File: src/dbs_pkg.sv
// constants, state type and helpers shared by the sizing multiplexer
package dbs_pkg;
  // size codes on the two size outputs, bytes still to move
  localparam logic [1:0] SZ_LONG = 2'h0;
  localparam logic [1:0] SZ_BYTE = 2'h1;
  localparam logic [1:0] SZ_WORD = 2'h2;
  localparam logic [1:0] SZ_THREE = 2'h3;
  // remaining byte counts
  localparam logic [2:0] CNT_ONE = 3'h1;
  localparam logic [2:0] CNT_TWO = 3'h2;
  localparam logic [2:0] CNT_THREE = 3'h3;
  localparam logic [2:0] CNT_FOUR = 3'h4;
  // steps of a partial cycle
  localparam logic [2:0] STEP_BYTE = 3'h1;
  localparam logic [2:0] STEP_WORD = 3'h2;
  // clock rate, for reference
  localparam int CLK_HZ = 20_000_000;
  // fast termination ends a cycle after this many strobe clocks
  localparam int FAST_TERM_CYCLES = 2;
  // read data buffer depth
  localparam int RD_FIFO_DEPTH = 8;
  // operand word width and lane width
  localparam int OPW = 32;
  localparam int LANEW = 16;

  // operand sequencer states
  typedef enum logic [1:0] {ST_IDLE, ST_GAP, ST_BUS, ST_DONE} dbs_state_e;

  // size code announced for a remaining count
  function automatic logic [1:0] dbs_size_code(input logic [2:0] rem);
    logic [1:0] code;
    code = SZ_LONG;
    unique case (rem)
      CNT_ONE: code = SZ_BYTE;
      CNT_TWO: code = SZ_WORD;
      CNT_THREE: code = SZ_THREE;
      default: code = SZ_LONG;
    endcase
    return code;
  endfunction
endpackage

File: src/dbs_sizing_mux.sv
// dynamic bus sizing sequencer, byte lane mux and read data fifo
`timescale 1ns/1ps

////////////////////////////////////////////////////////////////////////////
// read data fifo
module dbs_fifo #(
  parameter int WIDTH = 32,
  parameter int DEPTH = 8
) (
  // clock and reset
  input wire logic clk,
  input wire logic rst_n,
  // fill side
  input wire logic inValid,
  output logic inReady,
  input wire logic [WIDTH-1:0] inData,
  // drain side
  output logic outValid,
  input wire logic outReady,
  output logic [WIDTH-1:0] outData
);
  localparam int AW = $clog2(DEPTH);
  // pointer wrap needs a power of two
  if (DEPTH < 2 || (DEPTH & (DEPTH - 1)) != 0) begin : g_chk
    $error("dbs_fifo depth must be a power of two, at least 2");
  end
  logic [WIDTH-1:0] mem [DEPTH];  // storage
  logic [AW-1:0] wrPtr;  // next slot to fill
  logic [AW-1:0] rdPtr;  // oldest slot
  logic [AW:0] count;  // words held
  wire push = inValid && inReady;
  wire pop = outValid && outReady;
  // full at DEPTH words; the count is one bit wider than the pointers
  assign inReady = (count != (AW+1)'(DEPTH));
  assign outValid = (count != '0);
  assign outData = mem[rdPtr];

  // pointers and fill count
  always_ff @(posedge clk or negedge rst_n) begin
    if (!rst_n) begin
      wrPtr <= '0;
      rdPtr <= '0;
      count <= '0;
    end else begin
      if (push) wrPtr <= wrPtr + AW'(1);
      if (pop) rdPtr <= rdPtr + AW'(1);
      count <= count + (AW+1)'(push) - (AW+1)'(pop);
    end
  end

  // storage needs no reset
  always_ff @(posedge clk) begin
    if (push) mem[wrPtr] <= inData;
  end
endmodule

////////////////////////////////////////////////////////////////////////////
// How it works
// - port width decided anew each cycle from acks, or from fastTermWide under fast termination
// - both acks negated keeps the cycle waiting
// - byte ack only ends cycle, 8-bit port
// - word ack only ends cycle, 16-bit port
// - both acks end cycle as 16-bit port
// - long takes two wide or four narrow cycles
// - every cycle first assumes a wide port
// - lane mux steered by size code and offset bit
// - size outputs announce bytes still remaining
// - address holds operand portion, offset bit selects byte
// - reads ignore the lane without requested bytes
// - second narrow cycle of long announces three
// - offset bit high means odd, byte-only boundary
// - at most one aligned word per cycle
// - long on wide port moves high word first
// - only single bytes at odd addresses
// - misaligned access raises error, never runs
// - fast termination ends cycles without acks
// - size codes 01 byte 10 word 11 three 00 long
// - narrow partial cycle: count minus one, address plus one
// - wide partial cycle: count minus two, address plus two
// - single byte write driven on both lanes
module dbs_sizing_mux
  import dbs_pkg::*;
#(
  parameter int FIFO_DEPTH = RD_FIFO_DEPTH
) (
  // clock and reset
  input wire logic clk,
  input wire logic rst_n,
  // operand request
  input wire logic opValid,
  output logic opReady,
  input wire logic opWrite,
  input wire logic [1:0] opSize,
  input wire logic [OPW-1:0] opAddr,
  input wire logic [OPW-1:0] opWdata,
  output logic opDone,
  output logic addrError,
  // read operands, right justified
  output logic rdValid,
  input wire logic rdReady,
  output logic [OPW-1:0] rdData,
  // fast termination controls
  input wire logic fastTermEn,
  input wire logic fastTermWide,
  // external bus
  output logic [OPW-1:0] busAddr,
  output logic xferSizeHi,
  output logic xferSizeLo,
  output logic busStrobe,
  output logic busWrite,
  output logic [LANEW-1:0] dataOut,
  output logic dataOe_n,
  input wire logic [LANEW-1:0] dataIn,
  input wire logic ackWordPort_n,
  input wire logic ackBytePort_n
);
  if (FIFO_DEPTH < 2) begin : g_chk
    $error("dbs_sizing_mux needs a fifo of at least two words");
  end

  ////////////////////////////////////////////////////////////////////////////
  // state
  dbs_state_e state;  // sequencer
  logic [2:0] remaining;  // bytes still to move
  logic [OPW-1:0] curAddr;  // address of next byte
  logic [OPW-1:0] wBuf;  // write operand, msb first
  logic [OPW-1:0] rBuf;  // read operand, msb first
  logic [1:0] opCode;  // latched operand size
  logic isWrite;  // latched direction
  logic ackWordQ;  // registered word ack
  logic ackByteQ;  // registered byte ack
  logic [1:0] fastCnt;  // fast termination clocks
  logic fifoInReady;  // room for one more read result

  ////////////////////////////////////////////////////////////////////////////
  // decode
  wire accept = opValid && opReady;
  // odd word or long, or an unusable three-byte request
  wire misaligned = (opAddr[0] && opSize != SZ_BYTE) || opSize == SZ_THREE;
  wire fastEnd = fastCnt == 2'(FAST_TERM_CYCLES - 1);
  wire anyAck = ackWordQ || ackByteQ;
  // completion from registered acks or from the fast timer
  wire complete = state == ST_BUS && (fastTermEn ? fastEnd : anyAck);
  // both acks fall on the wide side
  wire portWide = fastTermEn ? fastTermWide : ackWordQ;
  // two bytes only on a wide port, at an even address, with two or more left
  wire canPair = portWide && remaining != CNT_ONE && !curAddr[0];
  wire [2:0] moved = canPair ? STEP_WORD : STEP_BYTE;
  wire lastCycle = remaining == moved;
  // byte index counted from the long's top, 0 is the most significant
  wire [1:0] byteIdx = 2'(CNT_FOUR - remaining);
  wire [1:0] nextIdx = byteIdx + 2'h1;
  wire [7:0] wHi = wBuf[{~byteIdx, 3'h0} +: 8];
  wire [7:0] wNext = wBuf[{~nextIdx, 3'h0} +: 8];
  // odd or single byte is copied to both lanes
  wire dupByte = curAddr[0] || remaining == CNT_ONE;
  wire [LANEW-1:0] next_dataOut = {wHi, dupByte ? wHi : wNext};
  wire [1:0] sizeNow = dbs_size_code(remaining);
  // a read needs fifo room before it starts
  assign opReady = state == ST_IDLE && (opWrite || fifoInReady);
  assign busStrobe = state == ST_BUS;

  ////////////////////////////////////////////////////////////////////////////
  // acks sampled once per clock, acted on one clock later
  always_ff @(posedge clk or negedge rst_n) begin
    if (!rst_n) begin
      ackWordQ <= 1'b0;
      ackByteQ <= 1'b0;
    end else begin
      ackWordQ <= !ackWordPort_n;
      ackByteQ <= !ackBytePort_n;
    end
  end

  ////////////////////////////////////////////////////////////////////////////
  // operand sequencer
  always_ff @(posedge clk or negedge rst_n) begin
    if (!rst_n) begin
      state <= ST_IDLE;
      remaining <= CNT_ONE;
      curAddr <= '0;
      opCode <= SZ_BYTE;
      isWrite <= 1'b0;
      addrError <= 1'b0;
      opDone <= 1'b0;
      fastCnt <= 2'h0;
    end else begin
      addrError <= accept && misaligned;
      opDone <= complete && lastCycle;
      fastCnt <= (state == ST_BUS && !fastEnd) ? fastCnt + 2'h1 : 2'h0;
      unique case (state)
        // misaligned requests never reach the bus
        ST_IDLE: if (accept && !misaligned) begin
          state <= ST_GAP;
          curAddr <= opAddr;
          opCode <= opSize;
          isWrite <= opWrite;
          remaining <= (opSize == SZ_BYTE) ? CNT_ONE :
                       (opSize == SZ_WORD) ? CNT_TWO : CNT_FOUR;
        end
        // strobe low until stale acks clear, so no ack is reused
        ST_GAP: if (!anyAck) begin
          state <= ST_BUS;
        end
        // wait states while no ack, else step count and address
        ST_BUS: if (complete) begin
          remaining <= remaining - moved;
          curAddr <= curAddr + OPW'(moved);
          state <= lastCycle ? ST_DONE : ST_GAP;
        end
        // one clock to hand the result over
        ST_DONE: state <= ST_IDLE;
      endcase
    end
  end

  ////////////////////////////////////////////////////////////////////////////
  // write operand, right justified: byte index counts from the long's top,
  // so a short operand's byte 0 sits just above its remaining bytes
  always_ff @(posedge clk or negedge rst_n) begin
    if (!rst_n) begin
      wBuf <= '0;
    end else if (accept && !misaligned) begin
      wBuf <= (opSize == SZ_BYTE) ? {24'h00_0000, opWdata[7:0]} :
              (opSize == SZ_WORD) ? {16'h0000, opWdata[15:0]} : opWdata;
    end
  end

  ////////////////////////////////////////////////////////////////////////////
  // read capture; the unused lane is never looked at
  always_ff @(posedge clk or negedge rst_n) begin
    if (!rst_n) begin
      rBuf <= '0;
    end else if (complete && !isWrite) begin
      if (!portWide) begin
        rBuf[{~byteIdx, 3'h0} +: 8] <= dataIn[15:8];
      end else if (curAddr[0]) begin
        rBuf[{~byteIdx, 3'h0} +: 8] <= dataIn[7:0];
      end else begin
        rBuf[{~byteIdx, 3'h0} +: 8] <= dataIn[15:8];
        if (canPair) begin
          rBuf[{~nextIdx, 3'h0} +: 8] <= dataIn[7:0];
        end
      end
    end
  end

  ////////////////////////////////////////////////////////////////////////////
  // registered bus outputs; the gap clock lets them settle
  always_ff @(posedge clk or negedge rst_n) begin
    if (!rst_n) begin
      dataOut <= '0;
      dataOe_n <= 1'b1;
      xferSizeHi <= 1'b0;
      xferSizeLo <= 1'b1;
      busAddr <= '0;
      busWrite <= 1'b0;
    end else begin
      dataOut <= next_dataOut;
      dataOe_n <= !(isWrite && (state == ST_GAP || state == ST_BUS));
      xferSizeHi <= sizeNow[1];
      xferSizeLo <= sizeNow[0];
      busAddr <= curAddr;
      busWrite <= isWrite;
    end
  end

  ////////////////////////////////////////////////////////////////////////////
  // read result buffer; full stalls new reads at opReady
  // short reads land in the low bytes; upper bytes may be stale, so mask
  wire [OPW-1:0] rdJust = (opCode == SZ_BYTE) ? {24'h00_0000, rBuf[7:0]} :
                          (opCode == SZ_WORD) ? {16'h0000, rBuf[15:0]} : rBuf;
  dbs_fifo #(.WIDTH(OPW), .DEPTH(FIFO_DEPTH)) u_rdFifo (
    .clk(clk),
    .rst_n(rst_n),
    .inValid(state == ST_DONE && !isWrite),
    .inReady(fifoInReady),
    .inData(rdJust),
    .outValid(rdValid),
    .outReady(rdReady),
    .outData(rdData)
  );

  ////////////////////////////////////////////////////////////////////////////
  // checks
  chk_wait_no_ack: assert property (@(posedge clk) disable iff (!rst_n)
    state == ST_BUS && !fastTermEn && !anyAck |=> state == ST_BUS)
    else $error("cycle ended without an acknowledge");
  chk_narrow_step: assert property (@(posedge clk) disable iff (!rst_n)
    complete && !portWide |=> remaining == $past(remaining) - 3'h1 &&
    curAddr == $past(curAddr) + 32'h0000_0001)
    else $error("narrow port step wrong");
  chk_wide_step: assert property (@(posedge clk) disable iff (!rst_n)
    complete && portWide && remaining >= CNT_TWO && !curAddr[0] |=>
    curAddr == $past(curAddr) + 32'h0000_0002)
    else $error("wide port step wrong");
  chk_both_ack_wide: assert property (@(posedge clk) disable iff (!rst_n)
    complete && !fastTermEn && ackWordQ && ackByteQ && !curAddr[0] &&
    remaining != CNT_ONE |=> remaining == $past(remaining) - CNT_TWO)
    else $error("both acks not treated as wide");
  chk_misalign_err: assert property (@(posedge clk) disable iff (!rst_n)
    accept && misaligned |=> addrError && state == ST_IDLE ##1 !busStrobe)
    else $error("misaligned access not refused");
  chk_size_code: assert property (@(posedge clk) disable iff (!rst_n)
    state == ST_BUS |-> {xferSizeHi, xferSizeLo} == dbs_size_code(remaining))
    else $error("size outputs disagree with remaining count");
  chk_byte_lanes: assert property (@(posedge clk) disable iff (!rst_n)
    state == ST_BUS && isWrite && remaining == CNT_ONE |->
    dataOut[15:8] == dataOut[7:0] && !dataOe_n)
    else $error("single byte not on both lanes");
  chk_aligned_pair: assert property (@(posedge clk) disable iff (!rst_n)
    complete && curAddr[0] |=> remaining == $past(remaining) - STEP_BYTE)
    else $error("more than one byte moved at an odd address");
  chk_fast_term: assert property (@(posedge clk) disable iff (!rst_n)
    $rose(busStrobe) && fastTermEn |=> busStrobe ##1 !busStrobe)
    else $error("fast termination length wrong");
  chk_msw_first: assert property (@(posedge clk) disable iff (!rst_n)
    complete && !isWrite && portWide && remaining == CNT_FOUR |=>
    rBuf[31:16] == $past(dataIn))
    else $error("long read high word not first");
endmodule

File: config.mk
export PLATFORM = sky130hd
export DESIGN_NAME = dbs_sizing_mux
export DESIGN_NICKNAME = d
export VERILOG_FILES = /design/src/dbs_pkg.sv /design/src/dbs_sizing_mux.sv
export SDC_FILE = /design/constraint.sdc
export NUM_CORES = 1
export LEC_CHECK = 0
export BUFFER_PORTS_ARGS = -buffer_cell sky130_fd_sc_hd__buf_2
export CORE_ASPECT_RATIO = 1.4
export CORE_MARGIN = 2
export CORE_UTILIZATION = 50
export CTS_BUF_LIST = sky130_fd_sc_hd__clkbuf_16
export DETAILED_ROUTE_END_ITERATION = 8
export GPL_ROUTABILITY_DRIVEN = 0
export PLACE_DENSITY = 0.65
export SLEW_MARGIN = 5
export SYNTH_ARGS = -nofsm -noshare
export SYNTH_HDL_FRONTEND = slang
export SYNTH_SLANG_ARGS = --single-unit
File: constraint.sdc
create_clock -name clk -period 6.3 [get_ports clk]
set_clock_uncertainty 0.05 [all_clocks]
set_input_delay 0.63 -clock clk [delete_from_list [all_inputs] [get_ports clk]]
set_output_delay 0.63 -clock clk [all_outputs]
set_load 0.05 [all_outputs]
==> Word-level counts from Yosys, hierarchy flattened <==
Memories as Yosys holds them, arrays and structs flattened.
Index checks and enable logic that the tools add are counted.
{ "op_classes": {"n_addsub": 11, "eq_ne": 19, "shifts": 7, "mux": 31, "bitwise": 2, "reduce_logical": 33} }
{ "ops": {"columns": ["cell", "n"], "rows": [
  ["32-bit 2-to-1 mux", 9],
  ["32-bit bitwise mux", 3],
  ["8-bit by 7-bit indexed part select with 32-bit output", 3],
  ["32-bit one-hot mux with 2 select lines", 1],
  ["8-bit by 7-bit variable shift with 32-bit output, first input constant", 2],
  ["32-bit by 6-bit indexed part select with 8-bit output", 2],
  ["32-bit by 2-bit adder with 32-bit output", 1],
  ["1-bit logical AND", 15],
  ["5-bit negator with 7-bit output", 2],
  ["2-bit 2-to-1 mux", 6],
  ["3-bit 2-to-1 mux", 4],
  ["2-bit == test, second input constant", 5],
  ["2-bit by 1-bit == test with 1-bit output, second input constant", 4],
  ["8-bit 2-to-1 mux", 1],
  ["2-bit one-hot mux with 4 select lines", 1],
  ["1-bit logical NOT", 7],
  ["3-bit by 1-bit adder with 3-bit output, second input constant", 2],
  ["3-bit by 2-bit == test with 1-bit output, second input constant", 2],
  ["2-bit by 1-bit != test with 1-bit output, second input constant", 3],
  ["2-bit one-hot mux with 3 select lines", 1],
  ["3-bit one-hot mux with 2 select lines", 1],
  ["3-bit AND reduction", 2],
  ["1-bit logical OR", 5],
  ["2-bit by 1-bit adder with 2-bit output, second input constant", 2],
  ["15 further kinds", 19]
]} }
{ "totals": {"ff_bits": 172, "mem_bits_rw": 256, "output_inout_bits": 89, "wordCells": 125, "mem_count": 1} }
{ "memory_table": {"columns": ["memory", "words", "width", "rd", "rd_ports_with_merged_regs", "write_ports", "line", "source"], "rows": [
  ["u_rdFifo.mem", 8, 32, 1, 0, 1, "dbs_sizing_mux.sv:27", "logic [WIDTH-1:0] mem [DEPTH];"]
]} }

==> Depth between registers and ports, before layout <==
Gate-level depths: netlist of run 1.
{ "depth": {"depth_word": 9, "ltp_mapped": 11, "ltp_nobuf": 11} }

==> Hierarchy <==
A second synthesis of run 1 with hierarchy kept.
{ "unflattened": {"cells_unflattened": 1298, "hier_area_um2": 18881.9} }
{ "by_module_without_submodules": {"columns": ["mod", "instances", "cells_each", "area_each_um2", "seq_area_each_um2"], "rows": [
  ["dbs_fifo", 1, 425, 10308.6, 7937.6],
  ["dbs_sizing_mux", 1, 873, 8573.2, 4058.9]
]} }

==> Least setup slack after synthesis of run 1 <==
No wires, ideal clock.
{ "synth_path": {"kind": "register to register", "from": "register state[0]", "to": "memory u_rdFifo.mem[1][0], enable pin", "arrival_time_ps": 3304, "required_ps": 5789, "setup_slack_ps": 2485, "path_stages_with_launch": 6, "path_buffers": 0, "cell_sequence": "dfrtp_1 ha_1 nand2b_1 a21oi_1 nand2_1 nor3_1"} }
{ "synth_between": {"elab_chain_cells": 5} }
{ "synth_lines": {"columns": ["element", "line", "source"], "rows": [
  ["from (decl)", "dbs_sizing_mux.sv:123", "dbs_state_e state;"],
  ["from (signal assigned)", "dbs_sizing_mux.sv:209", "state <= lastCycle ? ST_DONE : ST_GAP;"],
  ["2-bit == test", "dbs_sizing_mux.sv:276", ".inValid(state == ST_DONE && !isWrite),"],
  ["1-bit logical AND", "dbs_sizing_mux.sv:276", null],
  ["1-bit logical AND", "dbs_sizing_mux.sv:31", "wire push = inValid && inReady;"],
  ["net u_rdFifo.push", "dbs_sizing_mux.sv:31", null],
  ["1-bit 2-to-1 mux", "dbs_sizing_mux.sv:53", "if (push) mem[wrPtr] <= inData;"],
  ["1-bit 2-to-1 mux (not written as such)", "dbs_sizing_mux.sv:53", null],
  ["to (decl)", "dbs_sizing_mux.sv:27", null]
]} }
The timed path passes the listed nets, and every way through them passes these cells.

==> Worst setup path after layout of run 1 <==
{ "layout_path": {"from": "register remaining[0]", "to": "register rBuf[11]"} }
{ "layout_between": {"elab_chain_cells": 9, "word_cells_on_any_way": 20} }
{ "layout_lines": {"columns": ["element", "line", "source"], "rows": [
  ["from (decl)", "dbs_sizing_mux.sv:124", "logic [2:0] remaining;"],
  ["from (signal assigned)", "dbs_sizing_mux.sv:198", "remaining <= (opSize == SZ_BYTE) ? CNT_ONE :"],
  ["from (signal assigned)", "dbs_sizing_mux.sv:207", "remaining <= remaining - moved;"],
  ["1-bit by 2-bit subtractor with 2-bit output", "dbs_sizing_mux.sv:151", "wire [1:0] byteIdx = 2'(CNT_FOUR - remaining);"],
  ["2-bit by 1-bit adder with 2-bit output / 2-bit inverter (equally long branches)", null, null],
  ["2-bit inverter / 5-bit negator with 7-bit output (equally long branches)", null, null],
  ["5-bit negator with 7-bit output, or another cell as far along", "dbs_sizing_mux.sv:242", "rBuf[{~nextIdx, 3'h0} +: 8] <= dataIn[7:0];"],
  ["8-bit by 7-bit indexed part select with 32-bit output, or another cell as far along", "dbs_sizing_mux.sv:242", null],
  ["32-bit bitwise mux", "dbs_sizing_mux.sv:242", null],
  ["32-bit 2-to-1 mux", "dbs_sizing_mux.sv:241", "if (canPair) begin"],
  ["32-bit 2-to-1 mux", "dbs_sizing_mux.sv:237", "end else if (curAddr[0]) begin"],
  ["32-bit 2-to-1 mux *", "dbs_sizing_mux.sv:235", "if (!portWide) begin"],
  ["to (signal, indexed assignment)", "dbs_sizing_mux.sv:236", "rBuf[{~byteIdx, 3'h0} +: 8] <= dataIn[15:8];"],
  ["to (signal, indexed assignment)", "dbs_sizing_mux.sv:238", "rBuf[{~byteIdx, 3'h0} +: 8] <= dataIn[7:0];"],
  ["to (signal, indexed assignment)", "dbs_sizing_mux.sv:242", null],
  ["to (decl)", "dbs_sizing_mux.sv:127", "logic [OPW-1:0] rBuf;"]
]} }
Mark *: on every way between the ends. The rest lies on a longest branch, timed or not.
A chain may end at the register's enable or synchronous reset.

==> results of run 1 <==
-- path summary, 6_finish.rpt --
kind | end
max | rBuf[11]
min | wBuf[20]
max reg2reg | rBuf[11]
min reg2reg | fastCnt[0]
max in group asynchronous | u_rdFifo.rdPtr[0]
min in group clk | ackByteQ
-- per-layer routing --
layer  GRT usage [%]  wire length [um]
met1            29.9             18200
met4            6.87              1020
met3            3.02              2110
met2            40.4             23000
met5               0                 0
-- layout by cell type (no fill, tap or decap), types with 12 or more instances in the layout --
master / instances
buf_4: 18
o22ai_1: 15
inv_1: 42
a22oi_1: 12
nor3_1: 16
mux2i_1: 15
mux4_2: 64
and3_1: 12
mux2_2: 67
edfxtp_1: 256
a21oi_1: 56
and2_1: 28
buf_2: 178
clkbuf_16: 39
nand2_1: 155
o21ai_0: 44
ha_1: 25
nand3_1: 46
o221ai_1: 15
o22a_1: 16
nor2_1: 32
nor2b_1: 33
dfrtp_1: 166
-- cell families (layout without fill, tap and decap cells) --
logic type	after synthesis	count (layout)	share of synthesized area (%)
fa+ha+maj	28	28	1.93
compound gates	235	235	8.53
mux	147	147	12.5
flops	428	428	63.3
xor+xnor	7	7	0.323
buf+inv	103	296	2.48
other cells	0	3	0
simple gates	409	409	11.0
-- state kept, by name, indices dropped and copies added (netlist names), 2 cells and up --
name,cells
remaining,3
state,2
wBuf,32
opCode,2
u_rdFifo.mem,256
dataOut,16
fastCnt,2
u_rdFifo.rdPtr,3
busAddr,32
curAddr,32
rBuf,32
u_rdFifo.wrPtr,3
u_rdFifo.count,4
-- power groups by stage --
stage | clock network, mW | registers [mW] | logic (mW)
after floorplan | 0 | 4.62 | 3.23
after global placement | 0 | 4.41 | 4.52
after detailed placement | 0 | 4.43 | 4.57
after CTS | 2.27 | 4.38 | 4.60
after global routing | 2.38 | 4.48 | 4.93
final | 2.22 | 4.38 | 4.56
-- area by class of cell --
type,instances,share of cell area [%]
multi-input combinational,826,30.4
clock buffer,39,4.55
clock inverter,33,0.934
tap,473,2.76
sequential,428,56.0
inverter,27,0.473
antenna,3,0.0350
timing repair buffer,197,4.84
-- stage by stage --
stage | hold slack (ns) | total power [mW] | instances
global placement | 0.370 | 8.93 | 1951
global route | 0.0435 | 11.8 | 2023
CTS | 0.0263 | 11.2 | 2023
floorplan | 0.284 | 7.85 | 1357
detailed placement | 0.381 | 9.00 | 1951
finish | 0.0158 | 11.2 | 2026
-- critical path: stages, from the launching register on --
cell and delay, ns:
dfstp_2 1.01, inv_1 0.48, ha_1 0.42, buf_4 0.39
nand3b_1 0.17, nor2_1 0.50, a32oi_1 0.35, o22a_1 0.30
o21ai_0 0.15
==> impl_metrics.toml, run 1 <==
[run_status]
status = "finished clean"

[yosys]
synth-seq-cells = 428
syn_avg_cell_area_um2 = 14.0
synth_cell_types = 82
synthArstFlopShare_pct = 40.2
yosys.cell_count.top_type = "edfxtp_1"
syn_nets = 1476
yosys.area.top_type = "edfxtp_1"
netlist_top_cells_area = "edfxtp_1 41%, dfrtp_1 22%, mux4_2 7.6%"
synthCells = 1357
yosys_warnings = 0
netlist.area_leader.share_pct = 40.6
ys.flop_type = "edfxtp_1"
syn-cell-area_um2 = 19000
synth-seq-area-share_pct = 63.3
synth_top_cells_by_count = "256 x edfxtp_1, 168 x dfrtp_1, 155 x nand2_1, 67 x mux2_2, 64 x mux4_2"
synth-edff-count = 256

[detailed_routing]
routed_wl_mm = 44.4
num_vias = 12000
dr.first_iter.drc_count = 969
detail-route-antenna-nets = 0
route.detailed.drc = 0
viasPerCell = 5.93
routedWlPerCell_um = 21.9
drt_pre_antenna_iters = 5

[clock_network]
numCtsBuffers = 39
root_buffer = "clkbuf_16"
holdBufCountCts = 0
clock_sinks = 428
cts.reportedPaths.clkPinSlew_ns = 0.07
cts_setup_buffers = 0
clock_latency_ns = 0.54
h-tree-depth = 2
cts_tree = "yes"
cts_resized = 0
cts.path.max_buffers = 3

[setup_path]
crit_arrival_ns = 4.36
r2r_slack_ns = 2.33
cp.required_ns = 6.69
cp_max_fo = 47
crit_type = "reg -> reg"
startpoint_type = "register"
cp-startpoint = "remaining[0]"
rr_startpoint = "remaining[0]"
rr_worst_depth = 8
critPathCaptureType = "register"

[place]
dp_hpwl_mm = 28.3
place_ws_ns = 2.39
place_area_um2 = 20300
numPortBuffers = 179

[power]
powerDensity_nw_per_um2 = 521
sw_frac_of_total_pct = 40.9
combinationalPowerShare_pct = 40.9
internal-power_mw = 6.60
p_leak_nw = 8.38
vdd_ir_drop_max_mv = 0.356
clkPwrFrac_pct = 19.9
p_switching_mw = 4.56
seqPwrFrac_pct = 39.2

[sta]
hold_violations = 0
rsz0062_at_grt = "false"
fmax_ghz = 0.252
fin_setup_tns_ns = 0
period_share_pct = 62.9
setup_ws_ns = 2.33
finalMaxSlewViolations = 0
maxSlewHeadroom_pct = 13.6
final-setup-viol-count = 0
tightest_slew_ns = 1.29
min_period_ns = 3.97

[finish]
layout-drive-gt1-share_pct = 26.7
fillCellCount = 2995
ff_latch_area_um2 = 12000
nets = 1638
final_core_util_pct = 57.1
fin_area_um2 = 21400
multiInputGateArea_um2 = 6520
syn_to_final_growth_pct = 13.1

[grt]
overflow = 0
grt_pass1_vias = 12100
grtUsageTotal_pct = 22.9
grt_pass1_wl_mm = 69.4
grt_max_degree = 76
grt_antenna_before_repair = 1

[floorplanning]
boundaryPins = 180
fp-row-count = 84
die_width_um = 169
die_area_um2 = 39500
start_util_pct = 50.5
die_y_um = 234
core-area_um2 = 37500

[run]
maxCapViolCount = 0

[worst_hold_path]
hold_class = "in -> async"
No activity file was read; power rests on OpenSTA's default activity.
==> inputs of run 2 (changes only) <==
PLACE_DENSITY = 0.68   (was 0.65)
clock period = 3.25 ns   (was 6.3 ns; I/O delays follow)
==> impl_metrics.toml, run 2 (same netlist as run 1, synthesis figures left out) <==
[sta]
whs_ns = 0.0206
tightest_slew_ns = 1.03
finalMaxSlewViolations = 0
period_share_pct = 90.7
setup_ws_ns = 0.302
fmax_ghz = 0.339
hold_violations = 0
maxSlewHeadroom_pct = 31.1
final-setup-viol-count = 0
rsz0062_at_grt = "false"
min_period_ns = 2.95
fin_setup_tns_ns = 0

[setup_path]
r2r_slack_ns = 0.36
cp_max_fo = 24
crit_chain = "buf_12 > mux4_2 > mux2_2 > buf_2"
crit_arrival_ns = 2.57
crit_type = "reg -> out"
cp_slowest_stage_delay_ns = 0.68
critPathCaptureType = "primary output"
path_delay_family = "multiplexers"
rr_startpoint = "remaining[0]"
worst-path-stages = 4
rr_worst_depth = 8
slowest_stage = "dfrtp_4"
r2r_end = "rBuf[13]"
startpoint_type = "register"
cp-startpoint = "u_rdFifo.rdPtr[0]"
critPathBufInv = 2
cp.required_ns = 2.87

[detailed_routing]
routed.top_layer = "met4"
wl_met3_mm = 2.35
viasPerCell = 5.91
met1_length_mm = 18.0
route.detailed.drc = 0
routedWlPerCell_um = 21.8
num_vias = 12300
drt_pre_antenna_iters = 5
detail-route-antenna-nets = 0
routed_wl_mm = 45.5
met2WireLength_mm = 23.7
dr.first_iter.drc_count = 920

[floorplanning]
die_area_um2 = 39500
core-area_um2 = 37500
die_width_um = 169
fp-row-count = 84
die_y_um = 234
boundaryPins = 180
start_util_pct = 50.5

[grt]
grt_antenna_before_repair = 0
overflow = 0
grtUsageTotal_pct = 23.4
grt_pass1_vias = 12600
grt_max_degree = 103
grt_pass1_wl_mm = 71.3

[power]
p_leak_nw = 8.70
seqPwrFrac_pct = 37.7
combinationalPowerShare_pct = 41.6
clkPwrFrac_pct = 20.7
internal-power_mw = 13.3
powerDensity_nw_per_um2 = 1000
vdd_ir_drop_max_mv = 0.663
sw_frac_of_total_pct = 40.2
p_switching_mw = 8.91
report.power.total_mw = 22.2

[finish]
syn_to_final_growth_pct = 16.9
layout-drive-gt1-share_pct = 27.4
layout_common_cells = "256 x edfxtp_1, 178 x buf_2, 166 x dfrtp_1"
layout_commonest_cell = "edfxtp_1"
regMostFlops = "u_rdFifo.mem"
nets = 1702
largest_reg_flops = 256
fin_area_um2 = 22200

[clock_network]
cts_resized = 0
numCtsBuffers = 40
clock_latency_ns = 0.54
clock_sinks = 428
cts.reportedPaths.clkPinSlew_ns = 0.06
root_buffer = "clkbuf_16"
cts.path.max_buffers = 3
cts_tree = "yes"
h-tree-depth = 2

[worst_hold_path]
hold_class = "in -> reg"
min_from = "rdReady"
holdPathEnd = "u_rdFifo.rdPtr[2]"
worstHoldPathCells = 3

[place]
place_area_um2 = 20500
dp_hpwl_mm = 29.0
numPortBuffers = 179
place_ws_ns = 0.467

[run_status]
status = "finished clean"

[run]
maxCapViolCount = 0
## run 2: cell count changes in the layout (fill, tap and decap cells not counted), sizes merged, moves of 3 or more
cell / delta
buf: +24
clkinv: +3
dlygate4sd3: +39
inv: -8
## run 2: metrics by stage
| step | util, % | cells |
|---|---|---|
| 2_1_floorplan | - | 1357 |
| 3_3_place_gp | 54.6 | 1975 |
| 3_5_place_dp | 54.6 | 1975 |
| 4_1_cts | 59.0 | 2086 |
| 5_1_grt | 59.0 | 2086 |
| 6_report | 59.0 | 2087 |
## run 2: cell type report
| type | instances | area, um2 |
|---|---|---|
| fill | 2931 | 15400 |
| clock inverter | 31 | 250 |
| antenna | 1 | 2.50 |
| sequential | 428 | 12000 |
| inverter | 27 | 101 |
| multi-input combinational | 826 | 6540 |
| clock buffer | 41 | 1030 |
| tap | 473 | 592 |
| timing repair buffer | 260 | 1650 |
## run 2: worst max-delay path by stage
stage	endpoint	slack (ns)
after CTS	rdData[8]	0.23
final	rdData[2]	0.30
after detailed placement	rBuf[30]	0.47
after global placement	rBuf[30]	0.53
after floorplan	dataOut[5]	0.04
after global routing	rBuf[8]	0.11
## run 2: repair_timing
action / CTS / global route
setup buffers: 0 / 0
setup endpoints to repair: 0 / 0
hold endpoints to repair: 62 / 0
hold buffers: 39 / 0
## run 2: layer usage
layer	vias up	GRT usage, %
met2	483	41.1
met3	102	3.21
met1	6127	30.1
met5	-	0
li1	5621	-
met4	0	7.87
## run 2: tightest hold or removal path: stages
cell	delay, ns
buf_2	0.11
nand3_1	0.07
xnor2_1	0.06
## run 2: power by group through the flow
stage | Sequential [mW] | Clock [mW] | Combinational (mW)
after floorplan | 8.95 | 0 | 6.27
after global placement | 8.41 | 0 | 9.09
after detailed placement | 8.44 | 0 | 9.21
after CTS | 8.36 | 4.67 | 9.29
after global routing | 8.53 | 4.88 | 9.98
final | 8.36 | 4.59 | 9.23
